File: src/shared/ccd_pkg.sv
// Constants for the clock ratio and module clock gate block.
package ccd_pkg;
  localparam int ADDR_W = 8;
  localparam int DATA_W = 32;
  localparam logic [ADDR_W-1:0] OFF_RATIO = 8'h00;
  localparam logic [ADDR_W-1:0] OFF_GATE_A = 8'h04;
  localparam logic [ADDR_W-1:0] OFF_GATE_B = 8'h08;
  localparam logic [ADDR_W-1:0] OFF_STATUS = 8'h0c;
  localparam int RATIO_W = 15;
  localparam int GATE_W = 8;
  localparam int NUM_CLK = 5;
  localparam int NUM_MOD = 10;
  // Ratio field least significant bit positions.
  localparam int POS_CORE = 12;
  localparam int POS_BUS = 9;
  localparam int POS_PERIPH = 6;
  localparam int POS_TIMER_S = 3;
  localparam int POS_TIMER = 0;
  // Derived clock indices.
  localparam int CLK_CORE = 0;
  localparam int CLK_BUS = 1;
  localparam int CLK_PERIPH = 2;
  localparam int CLK_TIMER_S = 3;
  localparam int CLK_TIMER = 4;
  // Stop bit positions in the two gate registers.
  localparam int POS_RAM_STOP = 7;
  localparam int POS_ROM_STOP = 6;
  localparam int POS_XFER_STOP = 4;
  localparam int POS_DMA_STOP = 3;
  localparam int POS_TIMER_S_STOP = 7;
  localparam int POS_TIMER_STOP = 6;
  localparam int POS_CMP_STOP = 5;
  localparam int POS_CONV2_STOP = 2;
  localparam int POS_CONV1_STOP = 1;
  localparam int POS_CONV0_STOP = 0;
  localparam logic [GATE_W-1:0] GATE_A_MASK = 8'hd8;
  localparam logic [GATE_W-1:0] GATE_B_MASK = 8'he7;
  // Module enable indices and the derived clock each module runs from.
  localparam int MOD_RAM = 0;
  localparam int MOD_ROM = 1;
  localparam int MOD_XFER = 2;
  localparam int MOD_DMA = 3;
  localparam int MOD_TIMER_S = 4;
  localparam int MOD_TIMER = 5;
  localparam int MOD_CMP = 6;
  localparam int MOD_CONV2 = 7;
  localparam int MOD_CONV1 = 8;
  localparam int MOD_CONV0 = 9;
  localparam int MOD_SRC [NUM_MOD] = '{CLK_CORE, CLK_CORE, CLK_BUS, CLK_BUS, CLK_TIMER_S,
                                        CLK_TIMER, CLK_PERIPH, CLK_PERIPH, CLK_PERIPH, CLK_PERIPH};
  // Reset values.
  localparam logic [RATIO_W-1:0] RATIO_RST = 15'h0000;
  localparam logic [GATE_W-1:0] GATE_A_RST = 8'h00;
  localparam logic [GATE_W-1:0] GATE_B_RST = 8'h00;
  // Ratio codes.
  localparam logic [2:0] RATIO_FULL = 3'h0;
  localparam logic [2:0] RATIO_HALF = 3'h1;
  localparam logic [2:0] RATIO_THIRD = 3'h2;
  localparam logic [2:0] RATIO_QUARTER = 3'h3;
  localparam logic [2:0] RATIO_SIXTH = 3'h4;
  // Common phase counter covers every divisor, so all ticks share edges.
  localparam int PHASE_W = 5;
  localparam logic [PHASE_W-1:0] PHASE_LAST = 5'h17;
  localparam int POS_STAT_PHASE = 16;
endpackage : ccd_pkg

File: src/shared/ccd_gate_if.sv
// Connection between the ratio core and one module clock gate.
`timescale 1ns/10ps
interface ccd_gate_if;
  logic src_tick;
  logic stop_req;
  logic boundary;
  logic gated;
  logic stop_act;
  modport ctrl (output src_tick, output stop_req, output boundary, input gated, input stop_act);
  modport gate (input src_tick, input stop_req, input boundary, output gated, output stop_act);
endinterface : ccd_gate_if

File: src/design/ccd_gate.sv
// Glitch-free gate for one module clock enable.
`timescale 1ns/10ps
module ccd_gate
  import ccd_pkg::*;
(
  input wire logic ref_clk_in,
  input wire logic rst_in,
  ccd_gate_if.gate gif
);
  logic stop_r;
  logic gated_r;

  // A stop request only takes effect on the common phase boundary, so a
  // gated enable never loses or gains part of a period.
  always_ff @(posedge ref_clk_in) begin
    if (rst_in) begin
      stop_r <= 1'b0;
    end else if (gif.boundary) begin
      stop_r <= gif.stop_req;
    end
  end

  always_ff @(posedge ref_clk_in) begin
    if (rst_in) begin
      gated_r <= 1'b0;
    end else begin
      gated_r <= gif.src_tick & ~stop_r;
    end
  end

  assign gif.gated = gated_r;
  assign gif.stop_act = stop_r;
endmodule : ccd_gate

File: src/design/ccd_top.sv
// Clock ratio control and module clock gating with its register port.
// Function
// - Five 3-bit ratio fields sit in the ratio register: core 14..12, bus 11..9, periph 8..6, timer_s 5..3, timer 2..0.
// - Ratio code 000 makes the selected derived clock run at the full rate of the multiplied source.
// - Ratio code 001 makes the selected derived clock run at half the full rate.
// - A module stop bit at 1 halts that module's clock and at 0 keeps it clocked.
// - Gate register A bit 7 stops the RAM clock and bit 6 stops the ROM clock.
// - Gate register A bit 4 stops the transfer controller clock and bit 3 stops the DMA controller clock.
// - Gate register B bits 7, 6 and 5 stop the second motor timer, first motor timer and compare-match timer.
// - Gate register B bits 2, 1 and 0 stop converter units 2, 1 and 0.
//
// Strobed register access and the register addresses were decided locally.
`timescale 1ns/10ps
module ccd_top
  import ccd_pkg::*;
(
  input wire logic ref_clk_in,
  input wire logic rst_in,
  input wire logic [ADDR_W-1:0] addr_in,
  input wire logic [DATA_W-1:0] wr_data_in,
  input wire logic wr_en_in,
  input wire logic rd_en_in,
  output logic [DATA_W-1:0] rd_data_out,
  output logic core_clk_en_out,
  output logic bus_clk_en_out,
  output logic periph_clk_en_out,
  output logic timer_s_clk_en_out,
  output logic timer_clk_en_out,
  output logic [NUM_MOD-1:0] module_clk_en_out
);
  // ref_clk_in is taken as the already multiplied source; derived clocks are
  // one-cycle enables so that every consumer stays on this single clock.

  function automatic logic ccd_tick(input logic [PHASE_W-1:0] ph, input logic [2:0] code);
    logic t;
    t = 1'b0;
    case (code)
      RATIO_FULL: t = 1'b1;
      RATIO_HALF: t = (ph[0] == 1'b0);
      RATIO_THIRD: t = ((ph % 5'h03) == 5'h00);
      RATIO_QUARTER: t = (ph[1:0] == 2'h0);
      RATIO_SIXTH: t = ((ph % 5'h06) == 5'h00);
      default: t = (ph[2:0] == 3'h0);
    endcase
    return t;
  endfunction : ccd_tick

  function automatic logic [2:0] ccd_field(input logic [RATIO_W-1:0] r, input int pos);
    return r[pos +: 3];
  endfunction : ccd_field

  logic [RATIO_W-1:0] clock_ratio_control_r;
  logic [GATE_W-1:0] module_clock_gate_a_r;
  logic [GATE_W-1:0] module_clock_gate_b_r;
  logic [RATIO_W-1:0] ratio_act_r;
  logic [PHASE_W-1:0] phase_r;
  logic [NUM_CLK-1:0] clk_en_r;
  logic [NUM_CLK-1:0] tick_nxt;
  logic [NUM_MOD-1:0] stop_req;
  logic [NUM_MOD-1:0] stop_act;
  logic [DATA_W-1:0] rd_data_r;
  logic [DATA_W-1:0] rd_data_nxt;
  logic wrap;

  assign wrap = (phase_r == PHASE_LAST);

  // Register writes.
  always_ff @(posedge ref_clk_in) begin
    if (rst_in) begin
      clock_ratio_control_r <= RATIO_RST;
    end else if (wr_en_in && addr_in == OFF_RATIO) begin
      clock_ratio_control_r <= wr_data_in[RATIO_W-1:0];
    end
  end

  // Reserved gate bits are held at zero.
  always_ff @(posedge ref_clk_in) begin
    if (rst_in) begin
      module_clock_gate_a_r <= GATE_A_RST;
    end else if (wr_en_in && addr_in == OFF_GATE_A) begin
      module_clock_gate_a_r <= wr_data_in[GATE_W-1:0] & GATE_A_MASK;
    end
  end

  always_ff @(posedge ref_clk_in) begin
    if (rst_in) begin
      module_clock_gate_b_r <= GATE_B_RST;
    end else if (wr_en_in && addr_in == OFF_GATE_B) begin
      module_clock_gate_b_r <= wr_data_in[GATE_W-1:0] & GATE_B_MASK;
    end
  end

  // Single free-running phase counter shared by all derived clocks.
  always_ff @(posedge ref_clk_in) begin
    if (rst_in) begin
      phase_r <= '0;
    end else if (wrap) begin
      phase_r <= '0;
    end else begin
      phase_r <= phase_r + 5'h01;
    end
  end

  // New ratios apply at the wrap, where every divisor has a common edge,
  // so a change never produces a short period.
  always_ff @(posedge ref_clk_in) begin
    if (rst_in) begin
      ratio_act_r <= RATIO_RST;
    end else if (wrap) begin
      ratio_act_r <= clock_ratio_control_r;
    end
  end

  always_comb begin
    tick_nxt = '0;
    tick_nxt[CLK_CORE] = ccd_tick(phase_r, ccd_field(ratio_act_r, POS_CORE));
    tick_nxt[CLK_BUS] = ccd_tick(phase_r, ccd_field(ratio_act_r, POS_BUS));
    tick_nxt[CLK_PERIPH] = ccd_tick(phase_r, ccd_field(ratio_act_r, POS_PERIPH));
    tick_nxt[CLK_TIMER_S] = ccd_tick(phase_r, ccd_field(ratio_act_r, POS_TIMER_S));
    tick_nxt[CLK_TIMER] = ccd_tick(phase_r, ccd_field(ratio_act_r, POS_TIMER));
  end

  always_ff @(posedge ref_clk_in) begin
    if (rst_in) begin
      clk_en_r <= '0;
    end else begin
      clk_en_r <= tick_nxt;
    end
  end

  assign core_clk_en_out = clk_en_r[CLK_CORE];
  assign bus_clk_en_out = clk_en_r[CLK_BUS];
  assign periph_clk_en_out = clk_en_r[CLK_PERIPH];
  assign timer_s_clk_en_out = clk_en_r[CLK_TIMER_S];
  assign timer_clk_en_out = clk_en_r[CLK_TIMER];

  // Map stop bits onto the module gates.
  always_comb begin
    stop_req = '0;
    stop_req[MOD_RAM] = module_clock_gate_a_r[POS_RAM_STOP];
    stop_req[MOD_ROM] = module_clock_gate_a_r[POS_ROM_STOP];
    stop_req[MOD_XFER] = module_clock_gate_a_r[POS_XFER_STOP];
    stop_req[MOD_DMA] = module_clock_gate_a_r[POS_DMA_STOP];
    stop_req[MOD_TIMER_S] = module_clock_gate_b_r[POS_TIMER_S_STOP];
    stop_req[MOD_TIMER] = module_clock_gate_b_r[POS_TIMER_STOP];
    stop_req[MOD_CMP] = module_clock_gate_b_r[POS_CMP_STOP];
    stop_req[MOD_CONV2] = module_clock_gate_b_r[POS_CONV2_STOP];
    stop_req[MOD_CONV1] = module_clock_gate_b_r[POS_CONV1_STOP];
    stop_req[MOD_CONV0] = module_clock_gate_b_r[POS_CONV0_STOP];
  end

  ccd_gate_if gif [NUM_MOD] ();

  for (genvar g = 0; g < NUM_MOD; g++) begin : g_gate
    assign gif[g].src_tick = tick_nxt[MOD_SRC[g]];
    assign gif[g].stop_req = stop_req[g];
    assign gif[g].boundary = wrap;
    assign module_clk_en_out[g] = gif[g].gated;
    assign stop_act[g] = gif[g].stop_act;
    ccd_gate u_gate (
      .ref_clk_in(ref_clk_in),
      .rst_in(rst_in),
      .gif(gif[g])
    );
  end

  // Read data stands for exactly the cycle after the strobe.
  always_comb begin
    rd_data_nxt = '0;
    if (rd_en_in) begin
      case (addr_in)
        OFF_RATIO: rd_data_nxt[RATIO_W-1:0] = clock_ratio_control_r;
        OFF_GATE_A: rd_data_nxt[GATE_W-1:0] = module_clock_gate_a_r;
        OFF_GATE_B: rd_data_nxt[GATE_W-1:0] = module_clock_gate_b_r;
        OFF_STATUS: begin
          rd_data_nxt[NUM_MOD-1:0] = stop_act;
          rd_data_nxt[POS_STAT_PHASE +: PHASE_W] = phase_r;
        end
        default: rd_data_nxt = '0;
      endcase
    end
  end

  always_ff @(posedge ref_clk_in) begin
    if (rst_in) begin
      rd_data_r <= '0;
    end else begin
      rd_data_r <= rd_data_nxt;
    end
  end

  assign rd_data_out = rd_data_r;
endmodule : ccd_top

File: config.mk
export PLATFORM = sky130hd
export DESIGN_NAME = ccd_top
export DESIGN_NICKNAME = d
export VERILOG_FILES = /design/src/shared/ccd_pkg.sv /design/src/shared/ccd_gate_if.sv /design/src/design/ccd_gate.sv /design/src/design/ccd_top.sv
export SDC_FILE = /design/constraint.sdc
export NUM_CORES = 1
export LEC_CHECK = 0
export ABC_AREA = 1
export BUFFER_PORTS_ARGS = -buffer_cell sky130_fd_sc_hd__clkbuf_2
export CORE_MARGIN = 8
export CORE_UTILIZATION = 38
export CTS_BUF_LIST = sky130_fd_sc_hd__clkbuf_4
export DETAILED_ROUTE_END_ITERATION = 7
export GPL_TIMING_DRIVEN = 0
export PLACE_DENSITY_LB_ADDON = 0.05
export SLEW_MARGIN = 20
export SYNTH_ARGS = -nofsm -noshare
export SYNTH_HDL_FRONTEND = slang
export SYNTH_SLANG_ARGS = --single-unit
export TNS_END_PERCENT = 5
File: constraint.sdc
create_clock -name ref_clk_in -period 3.85 [get_ports ref_clk_in]
set_input_delay 0.385 -clock ref_clk_in [delete_from_list [all_inputs] [get_ports ref_clk_in]]
set_output_delay 0.385 -clock ref_clk_in [all_outputs]
set_load 0.02 [all_outputs]
; Word level (Yosys, flattened, before mapping)
; Cells that the tools add are included.
[classes]
n_addsub = 1
n_div = 2
n_eq_ne = 24
n_mux = 7
n_bitwise = 24
n_reduce_logical = 17
[ops]
columns = op, count
row1 = 8-bit case mux with 4 select lines, 1
row2 = 3-bit by 2-bit == test with 1-bit output (second input constant), 10
row3 = 1-bit case mux with 5 select lines, 5
row4 = 3-bit logical NOT, 6
row5 = 8-bit by 4-bit == test with 1-bit output (second input constant), 2
row6 = 3-bit by 1-bit == test with 1-bit output (second input constant), 5
row7 = 3-bit == test (second input constant), 5
row8 = 1-bit inverter, 14
row9 = 1-bit AND, 10
row10 = 5-bit logical NOT, 2
row11 = 8-bit by 3-bit == test with 1-bit output (second input constant), 1
row12 = 8-bit logical NOT, 1
row13 = 3-bit OR reduction, 2
row14 = 5-bit by 1-bit adder with 5-bit output (second input constant), 1
row15 = 5-bit == test (second input constant), 1
row16 = 5-bit by 2-bit remainder unit with 5-bit output (second input constant), 1
row17 = 5-bit by 3-bit remainder unit with 5-bit output (second input constant), 1
row18 = 2-bit case mux with 2 select lines, 1
row19 = 2-bit OR reduction, 2
row20 = 1-bit logical AND, 3
row21 = 2-bit logical NOT, 1
[word_totals]
register_bits = 102
input_bits = 44
output_inout_bits = 47
word_cells = 105

; Depth between registers and ports, before layout
[logic_depth]
ltp_word = 4
mapped_depth = 25
mapped_depth_nobuf = 24

; Cells and area by module
; From an unflattened synthesis, not the netlist that was laid out.
[unflattened]
hier_cells = 595
area_unflattened_um2 = 4155.2
[by_module_without_submodules]
columns = module, n_inst, cells_each, area_each_um2, seq_area_each_um2
row1 = ccd_top, 1, 495, 3454.6, 1401.3
row2 = ccd_gate, 10, 10, 70.1, 40.0

; Least setup slack after synthesis
; OpenSTA, ideal clock, no wires.
[synth_path]
path_kind = register to register
start = register phase_r[1]
end = register g_gate[6].u_gate.gated_r
setup_ps = 62
t_arrival_ps = 2801
required_ps = 3788
slack_ps = 988
path_stages_with_launch = 25
path_buffers = 1
synth_period_minus_slack_ps = 2862
path_cell_list = dfxtp_1 > buf_2 > inv_1 > ha_1 > inv_2 > nor2_2 > nand2_2 > nand2_2 > nand2_1 > nand2_1 > nand2_1 > nand2_1 > a21oi_2 > nand2_2 > xor2_1 > ha_1 > o21ai_0 > o31ai_1 > nor2_1 > nand2_1 > nand2_1 > nand3_2 > nand2_2 > nand2_4 > nor2_2
[synth_via]
elab_chain_cells = 4
elab_cells_between_ends = 8
cone_classes = 2 x div / 1 x mux / 1 x bitwise / 4 x reduce/logical
[synth_lines]
columns = item, line_no
row1 = from (decl), ccd_top.sv:56  ; logic [PHASE_W-1:0] phase_r;
row2 = from (signal assigned), ccd_top.sv:100  ; phase_r <= phase_r + 5'h01;
row3 = 5-bit by 3-bit remainder unit with 5-bit output or 5-bit by 2-bit remainder unit with 5-bit output (tied branches), "ccd_top.sv:42, ccd_top.sv:40"
row4 = "5-bit logical NOT, on equally long branches", "ccd_top.sv:42, ccd_top.sv:40"
row5 = 1-bit case mux with 5 select lines *, ccd_top.sv:37  ; case (code)
row6 = 1-bit AND *, ccd_gate.sv:27  ; gated_r <= gif.src_tick & ~stop_r;
row7 = to (signal assigned), ccd_gate.sv:27
row8 = to (decl), ccd_gate.sv:11  ; logic gated_r;
; Mark *: on every way between the ends. The rest lies on a longest branch, timed or not.
; A chain may end at the register's enable or synchronous reset.

; Final worst setup path
[layout_path]
start = register phase_r[1]
end = register g_gate[1].u_gate.gated_r
[layout_via]
elab_chain_cells = 4
elab_cells_between_ends = 8
cone_classes = 2 x div / 1 x mux / 1 x bitwise / 4 x reduce/logical
[layout_lines]
columns = item, line_no
row1 = 5-bit by 3-bit remainder unit with 5-bit output or 5-bit by 2-bit remainder unit with 5-bit output (tied branches), "ccd_top.sv:42, ccd_top.sv:40"
row2 = "5-bit logical NOT, on equally long branches", "ccd_top.sv:42, ccd_top.sv:40"
row3 = 1-bit case mux with 5 select lines *, ccd_top.sv:37
row4 = 1-bit AND *, ccd_gate.sv:27
row5 = to (signal assigned), ccd_gate.sv:27
row6 = to (decl), ccd_gate.sv:11
; Marked as above.

==> results.ini <==
[run_status]
status = finished, final reports clean

[power_and_ir_drop]
ir_worst_vdd_v = 0.0002271
powerDensity_mw_per_mm2 = 357.8
p_leak_nw = 2.231

[timing]
rsz0062_at_grt = false
max_slew_margin_pct = 41.43
fmax_ghz = 0.2883
finalSetupViolations = 0
finalMaxSlewViolations = 0
fin_skew_ns = 0.01130
hold_viol = 0
min_period_ns = 3.468
final.setup.tns_ns = 0
fin_crit_sh_pct = 90.08
tightestPinTransition_ns = 0.8719

[yosys]
ys_seq_area_share_pct = 44.58
ys_ff_latch = 90
ys_top_cells_by_area = dfxtp_1, o21ai_0, inv_1, nand2_1, nor2_1
yosys_warnings = 0
yosysUniqueCellTypes = 34
yosys.area.top_type = dfxtp_1
netlist.area_leader.share_pct = 44.58
synth_area_per_cell_um2 = 7.321
synthesis.area_mm2 = 0.004041
synth_cells = 552

[route]
drtIter0Drc = 168
drc_errors = 0
via_count = 3708
ant_nets = 0
avgViaCountPerCell = 4.778
dr.pass1.iters = 5
wire_per_inst_um = 13.64
drt-total-wl_mm = 10.58

[critical_path]
crit_arrival_ns = 3.85
path_max_fanout = 8
crit_required_ns = 4.23
cp-end-kind = register
crit_type = register to register
startpoint_type = register

[placement]
port_buffers = 61
place_hpwl_mm = 8.256
finalWeightedCongestion = 0.8669

[cts]
clkLatencyLatePin_ns = 0.44
ctsHoldBuffers = 0
cts_buffer_depth = 2
cts_root_buffer = clkbuf_4
cts_sinks = 90
htreeDepth = 3
cts_tree = yes
cts_buffers = 9
path_clk_slew_ns = 0.15

[global_route]
overflow = 0
grt_usage_pct = 14.99
grt_start_max_net_pins = 18
antenna_found_initial = 0
grt_pass1_vias = 3438
grt_pass1_wl_mm = 17.15

[floorplanning]
die_x_um = 119.1
coreArea_mm2 = 0.01032
initial_core_util_pct = 39.15
fp.dieH_um = 119.1
io_pins = 91
dieArea_mm2 = 0.01419
core.rowCount = 37

[cells_and_area]
syn_to_final_growth_pct = 16.56
multi_input_area_mm2 = 0.001734
utilization_pct = 45.63
ff_latch_area_mm2 = 0.001804
final.fill_count = 1098
drive_gt1_share_pct = 20.94
fin_nets = 687
diodes = 0

[run]
timing.max_cap.violations = 0

[hold_path]
hp-class = input pin to register

==> power breakdown <==
part | switching, mW | internal (mW) | total (mW)
Combinational | 0.108 | 0.0596 | 0.168
Sequential | 0.00705 | 0.944 | 0.951
Clock | 0.358 | 0.208 | 0.567
Total | 0.474 | 1.21 | 1.69
==> metrics by stage <==
stage               total power, mW  worst slack (ns)  area, um2  hold slack (ns)  instances
floorplan                     1.086            0.9876       4083           0.3910        563
global placement              1.138            0.3744       4558           0.4049        760
detailed placement            1.139            0.2884       4558           0.4130        760
CTS                           1.703            0.2605       4708           0.1561        776
global route                  1.761          0.003054       4711           0.1702        776
finish                        1.686            0.3818       4711           0.1784        776
==> path summary, 6_finish.rpt <==
kind	startpoint	end	slack [ns]	cells past startpoint
worst max-delay path	phase_r[1]$_SDFF_PP0_	g_gate[1].u_gate.gif.gated$_SDFF_PP0_	0.38	24
worst min-delay path	wr_data_in[9]	clock_ratio_control_r[9]$_SDFFE_PP0P_	0.18	3
worst max register to register	phase_r[1]$_SDFF_PP0_	g_gate[1].u_gate.gif.gated$_SDFF_PP0_	0.38	24
worst min register to register	g_gate[5].u_gate.gif.stop_act$_SDFFE_PP0P_	g_gate[5].u_gate.gif.gated$_SDFF_PP0_	0.44	1
==> repair_timing <==
action,CTS,global route
buffers inserted,0,0
resized for setup,0,2
endpoints found under the setup margin,0,13
==> metal layers <==
metal | routed length [um] | up-vias | GRT usage, %
met4 | 160 | 0 | 5.138
met1 | 5098 | 1692 | 19.72
li1 | - | 1901 | -
met3 | 613 | 11 | 3.921
met2 | 4710 | 104 | 23.25
met5 | 0 | - | 0
==> state kept, by name, indices dropped and copies added, names as in the netlist <==
| signal | flops |
|---|---|
| clock_ratio_control_r | 15 |
| clk_en_r | 5 |
| phase_r | 5 |
| module_clock_gate_b_r | 6 |
| g_gate.u_gate.gif.gated | 10 |
| rd_data_out | 20 |
| ratio_act_r | 15 |
| g_gate.u_gate.gif.stop_act | 10 |
| module_clock_gate_a_r | 4 |
==> layout make-up <==
type | instances | area share [%]
inverter | 85 | 6.799
multi-input combinational | 351 | 36.81
tap | 136 | 3.612
sequential | 90 | 38.30
buffer | 37 | 4.807
timing repair buffer | 61 | 6.481
clock inverter | 7 | 1.753
clock buffer | 9 | 1.434
==> synth_stat cells, drive strengths merged <==
| cell type | n |
|---|---|
| o21ai | 70 |
| o311ai | 3 |
| conb | 1 |
| nand2 | 90 |
| buf | 25 |
| clkinv | 2 |
| clkbuf | 12 |
| o22ai | 4 |
| nor4 | 1 |
| a21oi | 39 |
| nor2 | 77 |
| nand4 | 1 |
| nand3 | 27 |
| o221ai | 2 |
| ha | 8 |
| dfxtp | 90 |
| xnor2 | 1 |
| nor3 | 8 |
| xor2 | 2 |
| o211ai | 1 |
| inv | 83 |
| o31ai | 1 |
| a221oi | 2 |
| a31oi | 2 |
==> critical path, stage by stage (launching register included) <==
cell and delay, ns:
dfxtp_2 0.41, buf_2 0.23, inv_1 0.15, ha_1 0.23
inv_2 0.15, nor2_2 0.09, nand2_2 0.09, nand2_2 0.06
nand2_1 0.06, nand2_1 0.07, nand2_1 0.09, nand2_1 0.07
a21oi_2 0.21, nand2_2 0.11, xor2_1 0.15, ha_1 0.25
o21ai_0 0.18, o31ai_1 0.09, nor2_1 0.10, nand2_1 0.06
nand2_1 0.17, nand3_1 0.10, nand2_1 0.06, nand2_1 0.10
nor2_1 0.13
==> kinds of logic (layout without fill, tap and decap cells) <==
logic type / Yosys count / count (layout) / share of synthesized area, %
adder cells (fa/ha/maj): 8 / 8 / 2.477
AO/OA/AOI/OAI: 124 / 124 / 16.78
XOR/XNOR: 3 / 3 / 0.6503
other: 1 / 12 / 0.09279
AND/OR/NAND/NOR: 204 / 204 / 21.89
buffers and inverters: 122 / 199 / 13.53
flip-flops: 90 / 90 / 44.58
==> cells in the final DEF, fill, tap and decap left out, drive strengths merged <==
cell type,netlist,final
dfxtp,90,90
nand2,90,90
inv,83,86
clkbuf,12,82
nor2,77,77
o21ai,70,70
a21oi,39,39
nand3,27,27
buf,25,25
conb,1,12
nor3,8,8
ha,8,8
o22ai,4,4
o311ai,3,3
clkinv,2,3
xor2,2,2
a31oi,2,2
a221oi,2,2
o221ai,2,2
clkinvlp,0,2
nand4,1,1
o31ai,1,1
o211ai,1,1
xnor2,1,1
nor4,1,1
bufinv,0,1
Power figures use the tool's default switching activity.
